**config.mk**
```make
export PLATFORM = sky130hd
export DESIGN_NAME = afe_pin_if
export DESIGN_NICKNAME = d
export VERILOG_FILES = /design/src/shared/afe_pkg.sv /design/src/core/afe_pin_if.sv
export SDC_FILE = /design/constraint.sdc
export NUM_CORES = 1
export LEC_CHECK = 0
export ABC_AREA = 1
export BUFFER_PORTS_ARGS = -buffer_cell sky130_fd_sc_hd__buf_2
export CORE_MARGIN = 2
export CORE_UTILIZATION = 30
export CTS_CLUSTER_SIZE = 40
export DETAILED_ROUTE_END_ITERATION = 12
export PLACE_DENSITY = 0.45
export RECOVER_POWER = 25
export SLEW_MARGIN = 25
export SYNTH_ARGS = -nofsm -noshare
export SYNTH_HDL_FRONTEND = slang
export SYNTH_SLANG_ARGS = --single-unit
```
**constraint.sdc**
```tcl
create_clock -name clk_sys -period 6.5 [get_ports clk_sys]
set_input_delay 1.3 -clock clk_sys [delete_from_list [all_inputs] [get_ports clk_sys]]
set_output_delay 1.3 -clock clk_sys [all_outputs]
set_load 0.02 [all_outputs]
```
**src/shared/afe_pkg.sv**
```systemverilog
package afe_pkg;

  // ****************************************************************
  // Serial framing
  // ****************************************************************
  localparam int unsigned CMD_BITS      = 8;
  localparam logic [2:0]  CMD_LAST_BIT  = 3'h7;
  localparam int unsigned CMD_RW_POS    = 0;     // Command bit that marks a read when set.
  localparam logic        CS_IDLE_LEVEL = 1'h1;
  localparam int unsigned SCK_MAX_MHZ   = 20;
  localparam int unsigned CLK_SYS_MHZ   = 100;

  // ****************************************************************
  // Clock tree division
  // ****************************************************************
  localparam int unsigned DIGITAL_MASTER_CLOCK_SHIFT    = 2;     // Digital clock is analog clock over four.
  localparam int unsigned HALF_DM_SHIFT  = 1;     // Half a digital clock period.
  localparam int unsigned OSR_MIN_SHIFT  = 5;     // Smallest oversampling ratio is 32.
  localparam logic [1:0]  PRESCALE_RESET = 2'h0;
  localparam logic        DRIVE_SEL_RESET = 1'h0;
  localparam logic        EXT_CLK_RESET   = 1'h1;

  // ****************************************************************
  // Types
  // ****************************************************************
  typedef enum logic {
    AFE_MODE_SPI,
    AFE_MODE_TWO_WIRE
  } afeMode_t;

  typedef enum logic [1:0] {
    AFE_PH_IDLE,
    AFE_PH_CMD,
    AFE_PH_READ,
    AFE_PH_WRITE
  } afePhase_t;

  typedef struct packed {
    logic gain_strap_bit1;
    logic gain_strap_bit0;
    logic boost;
    logic oversampling_strap_bit1;
    logic osr0;
  } afeStraps_t;

  typedef struct packed {
    logic       csN;
    logic       sck;
    logic       sdi;
  } afeSpiIn_t;

  typedef struct packed {
    logic       sdo;
    logic       sdoOe;
  } afeSpiOut_t;

endpackage

```
**src/core/afe_pin_if.sv**
```systemverilog
`timescale 1ns/1ns

// ****************************************************************
// Read data buffer
// ****************************************************************
module afe_fifo #(
  parameter int unsigned WIDTH = 8,
  parameter int unsigned DEPTH = 8
) (
  input  wire logic             clk_sys,
  input  wire logic             arst_n,
  input  wire logic             flush,
  input  wire logic             inValid,
  output logic                  inReady,
  input  wire logic [WIDTH-1:0] inData,
  output logic                  outValid,
  input  wire logic             outReady,
  output logic      [WIDTH-1:0] outData
);
  localparam int unsigned PW = $clog2(DEPTH);

  if (DEPTH < 2 || (DEPTH & (DEPTH - 1)) != 0) begin : gDepthCheck
    $error("afe_fifo depth must be a power of two of at least two.");
  end

  typedef struct packed {
    logic [PW-1:0] wrPtr;
    logic [PW-1:0] rdPtr;
    logic [PW:0]   count;
    logic          full;
    logic          empty;
  } afeFifoState_t;

  afeFifoState_t    state_r;
  afeFifoState_t    state_nxt;
  logic [WIDTH-1:0] mem [DEPTH];
  logic             doPush;
  logic             doPop;

  assign inReady  = ~state_r.full;
  assign outValid = ~state_r.empty;
  assign outData  = mem[state_r.rdPtr];

  // Pointers and flags advance together so full and empty never disagree with the count.
  always_comb begin
    state_nxt = state_r;
    doPush    = inValid & ~state_r.full;
    doPop     = outReady & ~state_r.empty;
    if (doPush) begin
      state_nxt.wrPtr = state_r.wrPtr + 1'b1;
    end
    if (doPop) begin
      state_nxt.rdPtr = state_r.rdPtr + 1'b1;
    end
    state_nxt.count = state_r.count + {{PW{1'b0}}, doPush} - {{PW{1'b0}}, doPop};
    if (flush) begin
      state_nxt = '0;
    end
    state_nxt.full  = (state_nxt.count == (PW+1)'(DEPTH));
    state_nxt.empty = (state_nxt.count == '0);
  end

  // Storage has no reset; only the pointers decide what is valid.
  always_ff @(posedge clk_sys) begin
    if (doPush) begin
      mem[state_r.wrPtr] <= inData;
    end
  end

  always_ff @(posedge clk_sys or negedge arst_n) begin
    if (!arst_n) begin
      state_r       <= '0;
      state_r.empty <= 1'b1;
    end else begin
      state_r <= state_nxt;
    end
  end
endmodule

// ****************************************************************
// Pin level interface of the converter front end
// ****************************************************************
// How it works
// - In SPI mode the idle ready pin is driven high when drive select is one, else floats; two-wire mode always floats it.
// - Each conversion end gives one fixed-width low pulse timed by the master clock.
// - Low pulse lasts half a digital clock period, repeating at the data rate.
// - Ready pulses ignore serial activity and depend only on clock, prescale, ratio.
// - Two-wire entry, or watchdog reset with two-wire selected, latches ready, oscillator, select, data-in and reset pin straps.
// - External clock select turns the crystal off and uses the input pin directly.
// - With external clock, oscillator output pin selects SPI when low, two-wire when high.
// - Mode pin is caught after power-on, master reset and watchdog reset only.
// - Frames open on select falling, close on select rising; idle select ignores all.
// - No serial traffic is accepted while the reset pin is low.
// - Data in is taken on serial clock rises, data out changes on falls.
// - Serial modes 0,0 and 1,1 work; host changes mode only with select high.
// - Serial clock up to 20 MHz is unrelated to the master clock; here it must be synchronous and well under a quarter of that clock.
// - Data out floats during command, writes, idle select and reset; driven for reads.
// - Input and output phases of a frame never overlap.
// - Data-in toggles after the command or with select high have no effect.
// - Reset pin low restores defaults, blocks traffic and halts the clock tree.
// - Prescale codes 0 to 3 divide the master clock by 1, 2, 4, 8.
// - Digital clock is analog clock over four, one modulator sample per period.
// - Data rate equals digital clock over the oversampling ratio.
module afe_pin_if #(
  parameter int unsigned DATA_W     = 8,
  parameter int unsigned FIFO_DEPTH = 8
) (
  input  wire logic                clk_sys,
  input  wire logic                arst_n,
  input  wire logic                resetPinN,
  input  wire afe_pkg::afeSpiIn_t  spiIn,
  output afe_pkg::afeSpiOut_t      spiOut,
  input  wire logic                readyPinIn,
  output logic                     readyPinOut,
  output logic                     readyPinOe,
  input  wire logic                oscInPin,
  input  wire logic                oscOutPin,
  input  wire logic                watchdogReset,
  input  wire logic                readyOutputDriveSelect,
  input  wire logic                externalClockSelect,
  input  wire logic [1:0]          prescaleSelect,
  input  wire logic [2:0]          osrSelect,
  output logic                     oscillatorEnable,
  output afe_pkg::afeMode_t        interfaceMode,
  output afe_pkg::afeStraps_t      straps,
  output logic                     cmdValid,
  output logic [DATA_W-1:0]        cmdByte,
  input  wire logic                readDataValid,
  output logic                     readDataReady,
  input  wire logic [DATA_W-1:0]   readData
);
  if (DATA_W != afe_pkg::CMD_BITS) begin : gWidthCheck
    $error("afe_pin_if byte width must match the command width.");
  end

  typedef struct packed {
    logic                porDone;
    logic                resetPinPrev;
    logic                sckPrev;
    logic                csPrev;
    afe_pkg::afePhase_t  phase;
    logic [2:0]          inCnt;
    logic [2:0]          outCnt;
    logic [DATA_W-1:0]   shiftIn;
    logic [DATA_W-1:0]   shiftOut;
    logic                cmdValid;
    logic [DATA_W-1:0]   cmdByte;
    afe_pkg::afeSpiOut_t spiOut;
    afe_pkg::afeMode_t   mode;
    afe_pkg::afeStraps_t straps;
    logic                oscEnable;
    logic [4:0]          divCnt;
    logic [11:0]         osrCnt;
    logic [3:0]          pulseCnt;
    logic                readyLow;
    logic                readyOut;
    logic                readyOe;
  } afePinState_t;

  afePinState_t      state_r;
  afePinState_t      state_nxt;
  logic              fifoValid;
  logic [DATA_W-1:0] fifoData;
  logic              fifoPop;
  logic              fifoFlush;
  logic              fifoInReady;
  logic [4:0]        dmLimit;
  logic [11:0]       osrLimit;
  logic [3:0]        halfLimit;
  logic              sckRise;
  logic              sckFall;
  logic              csFall;
  logic              spiLive;
  logic              capture;
  afe_pkg::afeMode_t newMode;
  logic [DATA_W-1:0] nextByte;

  // Bytes wait here until a read frame shifts them out, so software may run ahead.
  afe_fifo #(
    .WIDTH (DATA_W),
    .DEPTH (FIFO_DEPTH)
  ) uReadFifo (
    .clk_sys  (clk_sys),
    .arst_n   (arst_n),
    .flush    (fifoFlush),
    .inValid  (readDataValid),
    .inReady  (fifoInReady),
    .inData   (readData),
    .outValid (fifoValid),
    .outReady (fifoPop),
    .outData  (fifoData)
  );

  // Division limits follow the prescale and ratio codes as shifts of one.
  assign dmLimit   = 5'((1 << (afe_pkg::DIGITAL_MASTER_CLOCK_SHIFT + prescaleSelect)) - 1);
  assign osrLimit  = 12'((1 << (afe_pkg::OSR_MIN_SHIFT + osrSelect)) - 1);
  assign halfLimit = 4'((1 << (afe_pkg::HALF_DM_SHIFT + prescaleSelect)) - 1);

  // Serial pins are already in this clock's timing, so edges come from one-cycle history.
  // The serial clock must be well under a quarter of the system clock for this to hold.
  assign sckRise = spiIn.sck & ~state_r.sckPrev;
  assign sckFall = ~spiIn.sck & state_r.sckPrev;
  assign csFall  = ~spiIn.csN & state_r.csPrev;
  assign spiLive = resetPinN & (state_r.mode == afe_pkg::AFE_MODE_SPI);

  // Mode is re-read only on power-on, master reset release and watchdog reset.
  assign capture = ~state_r.porDone | (resetPinN & ~state_r.resetPinPrev) | watchdogReset;
  assign newMode = (externalClockSelect && oscOutPin) ? afe_pkg::AFE_MODE_TWO_WIRE
                                                      : afe_pkg::AFE_MODE_SPI;
  assign nextByte = fifoValid ? fifoData : '0;

  // ****************************************************************
  // Next-state logic
  // ****************************************************************
  always_comb begin
    state_nxt              = state_r;
    fifoPop                = 1'b0;
    fifoFlush              = 1'b0;
    state_nxt.porDone      = 1'b1;
    state_nxt.resetPinPrev = resetPinN;
    state_nxt.sckPrev      = spiIn.sck;
    state_nxt.csPrev       = spiIn.csN;
    state_nxt.cmdValid     = 1'b0;
    state_nxt.oscEnable    = ~externalClockSelect;

    // Mode and strap latching; straps follow entry into two-wire mode or a watchdog reset that selects two-wire mode.
    if (capture) begin
      state_nxt.mode = newMode;
      if (newMode == afe_pkg::AFE_MODE_TWO_WIRE &&
          (state_r.mode != afe_pkg::AFE_MODE_TWO_WIRE || watchdogReset)) begin
        state_nxt.straps.gain_strap_bit1 = readyPinIn;
        state_nxt.straps.gain_strap_bit0 = oscInPin;
        state_nxt.straps.boost = spiIn.csN;
        state_nxt.straps.oversampling_strap_bit1  = spiIn.sdi;
        state_nxt.straps.osr0  = resetPinN;
      end
    end

    // Frame sequencing; a frame in flight is dropped whenever select rises.
    if (!spiLive || spiIn.csN == afe_pkg::CS_IDLE_LEVEL) begin
      state_nxt.phase        = afe_pkg::AFE_PH_IDLE;
      state_nxt.spiOut.sdoOe = 1'b0;
      state_nxt.spiOut.sdo   = 1'b0;
    end else if (csFall) begin
      state_nxt.phase  = afe_pkg::AFE_PH_CMD;
      state_nxt.inCnt  = '0;
      state_nxt.outCnt = '0;
    end else begin
      unique case (state_r.phase)
        afe_pkg::AFE_PH_CMD: begin
          // Falling edges in the command phase are ignored, which serves mode 1,1 too.
          if (sckRise) begin
            state_nxt.shiftIn = {state_r.shiftIn[DATA_W-2:0], spiIn.sdi};
            state_nxt.inCnt   = state_r.inCnt + 3'h1;
            if (state_r.inCnt == afe_pkg::CMD_LAST_BIT) begin
              state_nxt.cmdValid = 1'b1;
              state_nxt.cmdByte  = {state_r.shiftIn[DATA_W-2:0], spiIn.sdi};
              state_nxt.phase    = spiIn.sdi ? afe_pkg::AFE_PH_READ
                                             : afe_pkg::AFE_PH_WRITE;
            end
          end
        end
        afe_pkg::AFE_PH_READ: begin
          // Output starts only after the command is in, so directions never overlap.
          if (sckFall) begin
            state_nxt.spiOut.sdoOe = 1'b1;
            state_nxt.outCnt       = state_r.outCnt + 3'h1;
            if (state_r.outCnt == '0) begin
              fifoPop              = fifoValid;
              state_nxt.spiOut.sdo = nextByte[DATA_W-1];
              state_nxt.shiftOut   = {nextByte[DATA_W-2:0], 1'b0};
            end else begin
              state_nxt.spiOut.sdo = state_r.shiftOut[DATA_W-1];
              state_nxt.shiftOut   = {state_r.shiftOut[DATA_W-2:0], 1'b0};
            end
          end
        end
        afe_pkg::AFE_PH_WRITE: begin
          state_nxt.spiOut.sdoOe = 1'b0;
        end
        afe_pkg::AFE_PH_IDLE: begin
          state_nxt.spiOut.sdoOe = 1'b0;
        end
      endcase
    end

    // Conversion timing runs free of the serial side.
    state_nxt.divCnt = (state_r.divCnt >= dmLimit) ? '0 : state_r.divCnt + 5'h1;
    if (state_r.divCnt >= dmLimit) begin
      state_nxt.osrCnt = (state_r.osrCnt >= osrLimit) ? '0 : state_r.osrCnt + 12'h1;
      if (state_r.osrCnt >= osrLimit) begin
        state_nxt.readyLow = 1'b1;
        state_nxt.pulseCnt = '0;
      end
    end
    if (state_r.readyLow) begin
      state_nxt.pulseCnt = state_r.pulseCnt + 4'h1;
      if (state_r.pulseCnt >= halfLimit) begin
        state_nxt.readyLow = 1'b0;
      end
    end

    // Master reset idles the frame, clears data out, conversion counters and the ready pulse, and flushes the buffer.
    if (!resetPinN) begin
      state_nxt.phase    = afe_pkg::AFE_PH_IDLE;
      state_nxt.spiOut   = '0;
      state_nxt.divCnt   = '0;
      state_nxt.osrCnt   = '0;
      state_nxt.pulseCnt = '0;
      state_nxt.readyLow = 1'b0;
      fifoFlush          = 1'b1;
    end

    // In SPI mode a low pulse is always driven, otherwise the select decides drive or float; two-wire mode floats the pin.
    state_nxt.readyOut = ~state_nxt.readyLow;
    state_nxt.readyOe  = (state_nxt.mode == afe_pkg::AFE_MODE_SPI) &&
                         (state_nxt.readyLow || readyOutputDriveSelect);
  end

  // ****************************************************************
  // State register
  // ****************************************************************
  always_ff @(posedge clk_sys or negedge arst_n) begin
    if (!arst_n) begin
      state_r              <= '0;
      state_r.resetPinPrev <= 1'b1;
      state_r.sckPrev      <= 1'b0;
      state_r.csPrev       <= afe_pkg::CS_IDLE_LEVEL;
      state_r.phase        <= afe_pkg::AFE_PH_IDLE;
      state_r.mode         <= afe_pkg::AFE_MODE_SPI;
      state_r.oscEnable    <= ~afe_pkg::EXT_CLK_RESET;
      state_r.readyOut     <= 1'b1;
    end else begin
      state_r <= state_nxt;
    end
  end

  // Outputs come straight from the state register or the buffer's flag flop.
  assign spiOut           = state_r.spiOut;
  assign readyPinOut      = state_r.readyOut;
  assign readyPinOe       = state_r.readyOe;
  assign oscillatorEnable = state_r.oscEnable;
  assign interfaceMode    = state_r.mode;
  assign straps           = state_r.straps;
  assign cmdValid         = state_r.cmdValid;
  assign cmdByte          = state_r.cmdByte;
  assign readDataReady    = fifoInReady;
endmodule

```
Word-level counts from Yosys, hierarchy flattened
Memories as Yosys holds them, arrays and structs flattened.
Index checks and enable logic that the tools add are counted.
{"block": "op_classes", "shifts": 3, "n_lt_le_gt_ge": 3, "add_sub_neg": 15, "n_eq_ne": 18, "n_bitwise": 22, "reduce_logical": 25, "n_mux": 42}
{"cell": "2-to-1 mux 9 bit", "n": 4}
{"cell": "2-to-1 mux 5 bit", "n": 6}
{"cell": "2-to-1 mux 12 bit", "n": 2}
{"cell": "2-to-1 mux 8 bit", "n": 3}
{"cell": "2-to-1 mux 22 bit", "n": 1}
{"cell": "2-to-1 mux 17 bit", "n": 1}
{"cell": "AND reduction 3 bit", "n": 5}
{"cell": "NOT 1 bit", "n": 13}
{"cell": "adder 12 x 1 -> 12 bit, second input constant", "n": 1}
{"cell": "adder 3 x 1 -> 3 bit, second input constant", "n": 4}
{"cell": ">= comparator 12 bit", "n": 1}
{"cell": "2-to-1 mux 1 bit", "n": 12}
{"cell": "2-to-1 mux 2 bit", "n": 6}
{"cell": "2-to-1 mux 3 bit", "n": 4}
{"cell": "!= test 3 x 1 -> 1 bit, second input constant", "n": 4}
{"cell": "!= test 4 x 1 -> 1 bit, second input constant", "n": 3}
{"cell": "left shift 1 x 4 -> 12 bit, first input constant", "n": 1}
{"cell": "subtractor 12 x 2 -> 12 bit, second input constant", "n": 1}
{"cell": "2-to-1 mux 11 bit", "n": 1}
{"cell": "AND reduction 4 bit", "n": 2}
{"cell": "nonzero test 2 bit", "n": 4}
{"cell": "bitwise AND 1 bit", "n": 7}
{"cell": "2-to-1 mux 6 bit", "n": 1}
{"cell": "!= test 2 x 1 -> 1 bit, second input constant", "n": 3}
{"cell": "other kinds (31)", "n": 38}
{"block": "word_totals", "n_memories": 1, "elab_cells": 160, "ram_bits": 64, "inputBits": 26, "reg_bits": 82, "output_inout_bits": 21}
{"memory": "uReadFifo.mem", "words": 8, "width": 8, "rd": 1, "rd_ports_with_merged_regs": 0, "write_ports": 1, "line": "afe_pin_if.sv:36", "source": "logic [WIDTH-1:0] mem [DEPTH];"}

Longest topological paths before layout
{"block": "logic_depth", "depth_word": 11, "mapped_depth": 19, "ltp_nobuf": 19}

Cells and area by module
From an unflattened synthesis, not the netlist that was laid out.
{"block": "hier_totals", "cells_unflattened": 735, "hier_area_um2": 7019.2}
{"module": "afe_pin_if", "cells_per_inst": 427, "area_each_um2": 3716.1, "seq_area_each_um2": 1705.4, "n_inst": 1}
{"module": "afe_fifo", "cells_per_inst": 308, "area_each_um2": 3303.2, "seq_area_each_um2": 2223.4, "n_inst": 1}

Worst setup path after synthesis
Ideal clock, no wire load.
{"block": "synth_path", "kind": "input-to-reg", "start": "input spiIn[2] (netlist name)", "end": "register uReadFifo.state_r[1] (netlist name)", "n_path_buf": 0, "t_required_ps": 6414, "setup_ps": 86, "cell_stages": 16, "setup_slack_ps": 3271, "t_arrival_ps": 3144, "path_cell_list": "nor3_4 > inv_2 > nor2_2 > inv_2 > nor2_4 > nand2_2 > clkinv_2 > ha_1 > inv_1 > ha_1 > fa_1 > nand2_1 > inv_1 > nor2_1 > inv_1 > nor3_1"}
{"item": "start, declared", "line": "afe_pin_if.sv:111", "source": "input wire afe_pkg::afeSpiIn_t spiIn,"}
{"item": "end signal, assigned", "line": "afe_pin_if.sv:75", "source": "state_r <= state_nxt;"}
{"item": "end, declared", "line": "afe_pin_if.sv:34", "source": "afeFifoState_t state_r;"}

==> out/qor.log <==
[run_status] result of the run finished clean
[setup_path] arrival time at the worst endpoint 4.32 ns
[setup_path] Critical R2R Capture uReadFifo.state_r[1]$_DFF_PN0_
[logic_synthesis] Top FF cell, synth sky130_fd_sc_hd__dfrtp_1
[timing] Worst-Margin Slew 1.051 ns
[setup_path] Critical Path Sink Type register
[setup_path] capturing instance or port of the critical path uReadFifo.state_r[1]$_DFF_PN0_
[setup_path] class of the most critical setup path input port to register
[layout] number of nets in the finished design 788
[routing] via count normalized by instance count 4.612
[die] Starting Density 30.39%
[logic_synthesis] synth cell count leaders sky130_fd_sc_hd__nand2_1, sky130_fd_sc_hd__nor2_1, sky130_fd_sc_hd__dfrtp_1
[timing] final critical-path share of the clock period 61.45%
[logic_synthesis] post-synthesis instance area 6839 µm²
[die] core area 22,500 µm²
[die] IO Count 47
[logic_synthesis] cell taking the most area after synthesis sky130_fd_sc_hd__edfxtp_1
[placement] Buffers on Ports 46
[logic_synthesis] gate count after technology mapping 684
[clock_network] Max Buffers Root-to-Sink 2
[clock_network] number of clock sinks 144
[placement] worst setup slack after placement 2.368 ns
[routing] post-route ant nets 0
[setup_path] startpoint of the most critical setup path resetPinN
[setup_path] path depth of the worst reg2reg path 15
[placement] Final HPWL DP 9768 µm
[routing] Vias 4,713
[clock_network] H-tree Lvls 4
[worst_hold_path] kind of path behind the tightest hold check register to register
[timing] setup-violating endpoint count in the final report 0
[logic_synthesis] dominant cells by area after synthesis sky130_fd_sc_hd__edfxtp_1, sky130_fd_sc_hd__dfrtp_1, sky130_fd_sc_hd__ha_1
[job] maxcap violations 0
[global_route] largest net degree at the start of global routing 81
[routing] Routed wire per std cell 14.45 µm
[timing] Achievable Freq 0.2504 GHz
[global_route] vias in the first global route 4,576
[clock_network] Setup Fix Bufs, Post-CTS 0
[timing] number of hold violations in the final report 0
[clock_network] Num CTS Buffers 17
[placement] placer congestion estimate 0.7827
[setup_path] worst path required time 6.83 ns
[clock_network] Clock Latency Late Sink 0.42 ns
[timing] min Tclk post-route 3.994 ns
[clock_network] clock tree from TritonCTS done
[logic_synthesis] number of synthesized register bits 144
[setup_path] sequence of cells on the critical path clkbuf_1, inv_2, nor3_4, inv_2, nor2_2, inv_2, nor2_4, nand2_2, clkinv_2, ha_1, inv_1, ha_1, fa_1, nand2_1, inv_1, nor2_1, inv_1, nor3_1
[layout] Synth-to-Final Area Change 14.11%
[layout] filler cell count in the final layout 2,227
[routing] residual DRC count 0
[setup_path] cell family with the largest share of critical-path delay buffers and inverters
[routing] drt first-iter violations 315
[global_route] Remaining Overflow, GRT 0
[layout] count of non-filler cells in the finished layout 1,022
[setup_path] slowest cell delay on critical path 0.44 ns
[clock_network] root buffer cell sky130_fd_sc_hd__clkbuf_16
[setup_path] Crit Reg-Reg Startpoint state_r[58]$_DFFE_PN0P_
[pwr] highest ir drop seen on vdd 0.1455 mV
[layout] n_diodes 0
[timing] final setup slack of the worst path 2.506 ns
[logic_synthesis] library cells used by synthesis 43
[setup_path] CP Depth 18
[setup_path] CP Max Fanout 12
[clock_network] clock input transition at the sequential cells of the worst setup and hold paths 0.07 ns
[logic_synthesis] Ys Warns 0
[global_route] antenna violations before repair 0
[timing] final clock skew 0.01030 ns
[die] FP Rows 55
[layout] layout cell share with drive strength beyond 1 13.70%
[die] overall die area 24,020 µm²
[timing] setup TNS 0 ns
[routing] number of detailed-route iterations in the first pass 4
[pwr] power per standard cell area 282.8 nW/µm²
[die] die width 155.0 µm
[pwr] Leak Pwr 3.499 nW
[setup_path] register-to-register setup slack 3.48 ns
[setup_path] Critical Path Source Type input port
[logic_synthesis] Synth async-reset ratio 55.56%
[clock_network] post_cts resized 0
[setup_path] Crit-path slowest cell sky130_fd_sc_hd__clkbuf_1
[logic_synthesis] most frequently used cell type in the post-synthesis netlist sky130_fd_sc_hd__nand2_1
[timing] number of pins with negative max-slew slack in the final report 0
[clock_network] number of hold-repair buffers added at the cts stage 0
[global_route] global-route wire length before repair 24,500 µm
[setup_path] number of buffer and inverter instances along the worst setup path 8
[placement] cell total after placement 990
[layout] core occupancy in the finished layout 34.68%
[global_route] total routing usage reported by global routing 13.16%
[logic_synthesis] part of the Yosys area used for sequential elements 57.45%
[logic_synthesis] average size of a mapped cell 9.999 µm²
[routing] final WL 14,770 µm
[logic_synthesis] number of flops mapped to enable cells by yosys 64
[timing] unrepaired setup endpoints after global routing no
[logic_synthesis] top-area cell type share of the netlist area 28.10%
[die] die span in y 155.0 µm
[timing] Slew HR 29.67%
## cells in the final DEF (no fill, tap or decap), drive strengths merged, types with 2 or more instances in the layout
cell type and n:
xnor2 7, o21ai 72, o221ai 12, clkbuf 29
nand2 116, or2 2, edfxtp 64, xor2 5
inv 91, clkinv 3, o22ai 8, nor2 89
dfrtp 76, a21oi 24, a21o 2, dfstp 4
ha 37, nor3 7, o21bai 4, buf 34
clkinvlp 3, nand3 24, nand4 3, conb 8
a22o 2, o211ai 5
## per-layer routing
| layer | up-vias | global-route usage [%] | routed length (µm) |
|---|---|---|---|
| li1 | 2362 | - | - |
| met1 | 2270 | 17.48 | 7115 |
| met2 | 70 | 21.25 | 7087 |
| met3 | 11 | 3.064 | 437 |
| met4 | 0 | 4.365 | 132 |
| met5 | - | 0 | 0 |
## cell families (layout without fill, tap and decap cells)
logic type | count (synthesis) | count (layout) | synth area share, %
buffers and inverters | 113 | 160 | 7.336
XOR/XNOR | 12 | 12 | 1.537
other | 2 | 8 | 0.1098
AO/OA/AOI/OAI | 132 | 132 | 11.45
AND/OR/NAND/NOR | 243 | 243 | 15.06
flip-flops | 144 | 144 | 57.45
adder cells (fa/ha/maj) | 38 | 38 | 7.062
## area by class of cell
class / instances / area, µm² / share of cell area, %
inverters: 82 / 309.0 / 3.960
well taps: 285 / 356.6 / 4.570
clock inverters: 15 / 122.6 / 1.571
clock buffers: 17 / 425.4 / 5.451
repair buffers: 46 / 221.5 / 2.838
multi-input cells: 433 / 2439 / 31.25
flip-flops and latches: 144 / 3930 / 50.36
## worst min-delay path, stage by stage, from the launching register on
cell and delay (ns):
sky130_fd_sc_hd__dfrtp_1 0.34, sky130_fd_sc_hd__nand2_1 0.06, sky130_fd_sc_hd__o21ai_2 0.04
## per-stage QoR
step / power [mW] / cell area, µm² / hold WS (ns)
5_1_grt: 2.326 / 7804 / 0.5114
4_1_cts: 2.244 / 7812 / 0.4821
2_1_floorplan: 1.231 / 6862 / 0.4421
3_3_place_gp: 1.318 / 7258 / 0.4583
6_report: 2.207 / 7804 / 0.4769
3_5_place_dp: 1.326 / 7264 / 0.4640
## flip-flops by register name, summed over array words and instances (netlist names)
signal	count
uReadFifo.state_r	12
state_r	48
spiOut	2
straps	5
uReadFifo.mem	64
interfaceMode	1
cmdByte	8
oscillatorEnable	1
readyPinOut	1
readyPinOe	1
cmdValid	1
## how the worst min path moves through the flow
stage,start,endpoint,slack (ns),cells after the start
after floorplan,state_r[56]$_DFFE_PN0P_,cmdByte[7]$_DFFE_PN0P_,0.44,2
after global placement,cmdByte[7]$_DFFE_PN0P_,cmdByte[7]$_DFFE_PN0P_,0.46,2
after detailed placement,cmdByte[3]$_DFFE_PN0P_,cmdByte[3]$_DFFE_PN0P_,0.46,2
after CTS,cmdByte[3]$_DFFE_PN0P_,cmdByte[3]$_DFFE_PN0P_,0.48,2
after global routing,state_r[61]$_DFFE_PN0P_,state_r[61]$_DFFE_PN0P_,0.51,1
final,cmdByte[5]$_DFFE_PN0P_,cmdByte[5]$_DFFE_PN0P_,0.48,2
## power breakdown
group	total (mW)	leakage [nW]	internal [mW]	switching, mW
Clock	0.903	0.265	0.499	0.404
Combinational	0.261	1.60	0.0792	0.182
Sequential	1.04	1.63	1.02	0.0258
No activity file was read; power rests on OpenSTA's default activity.
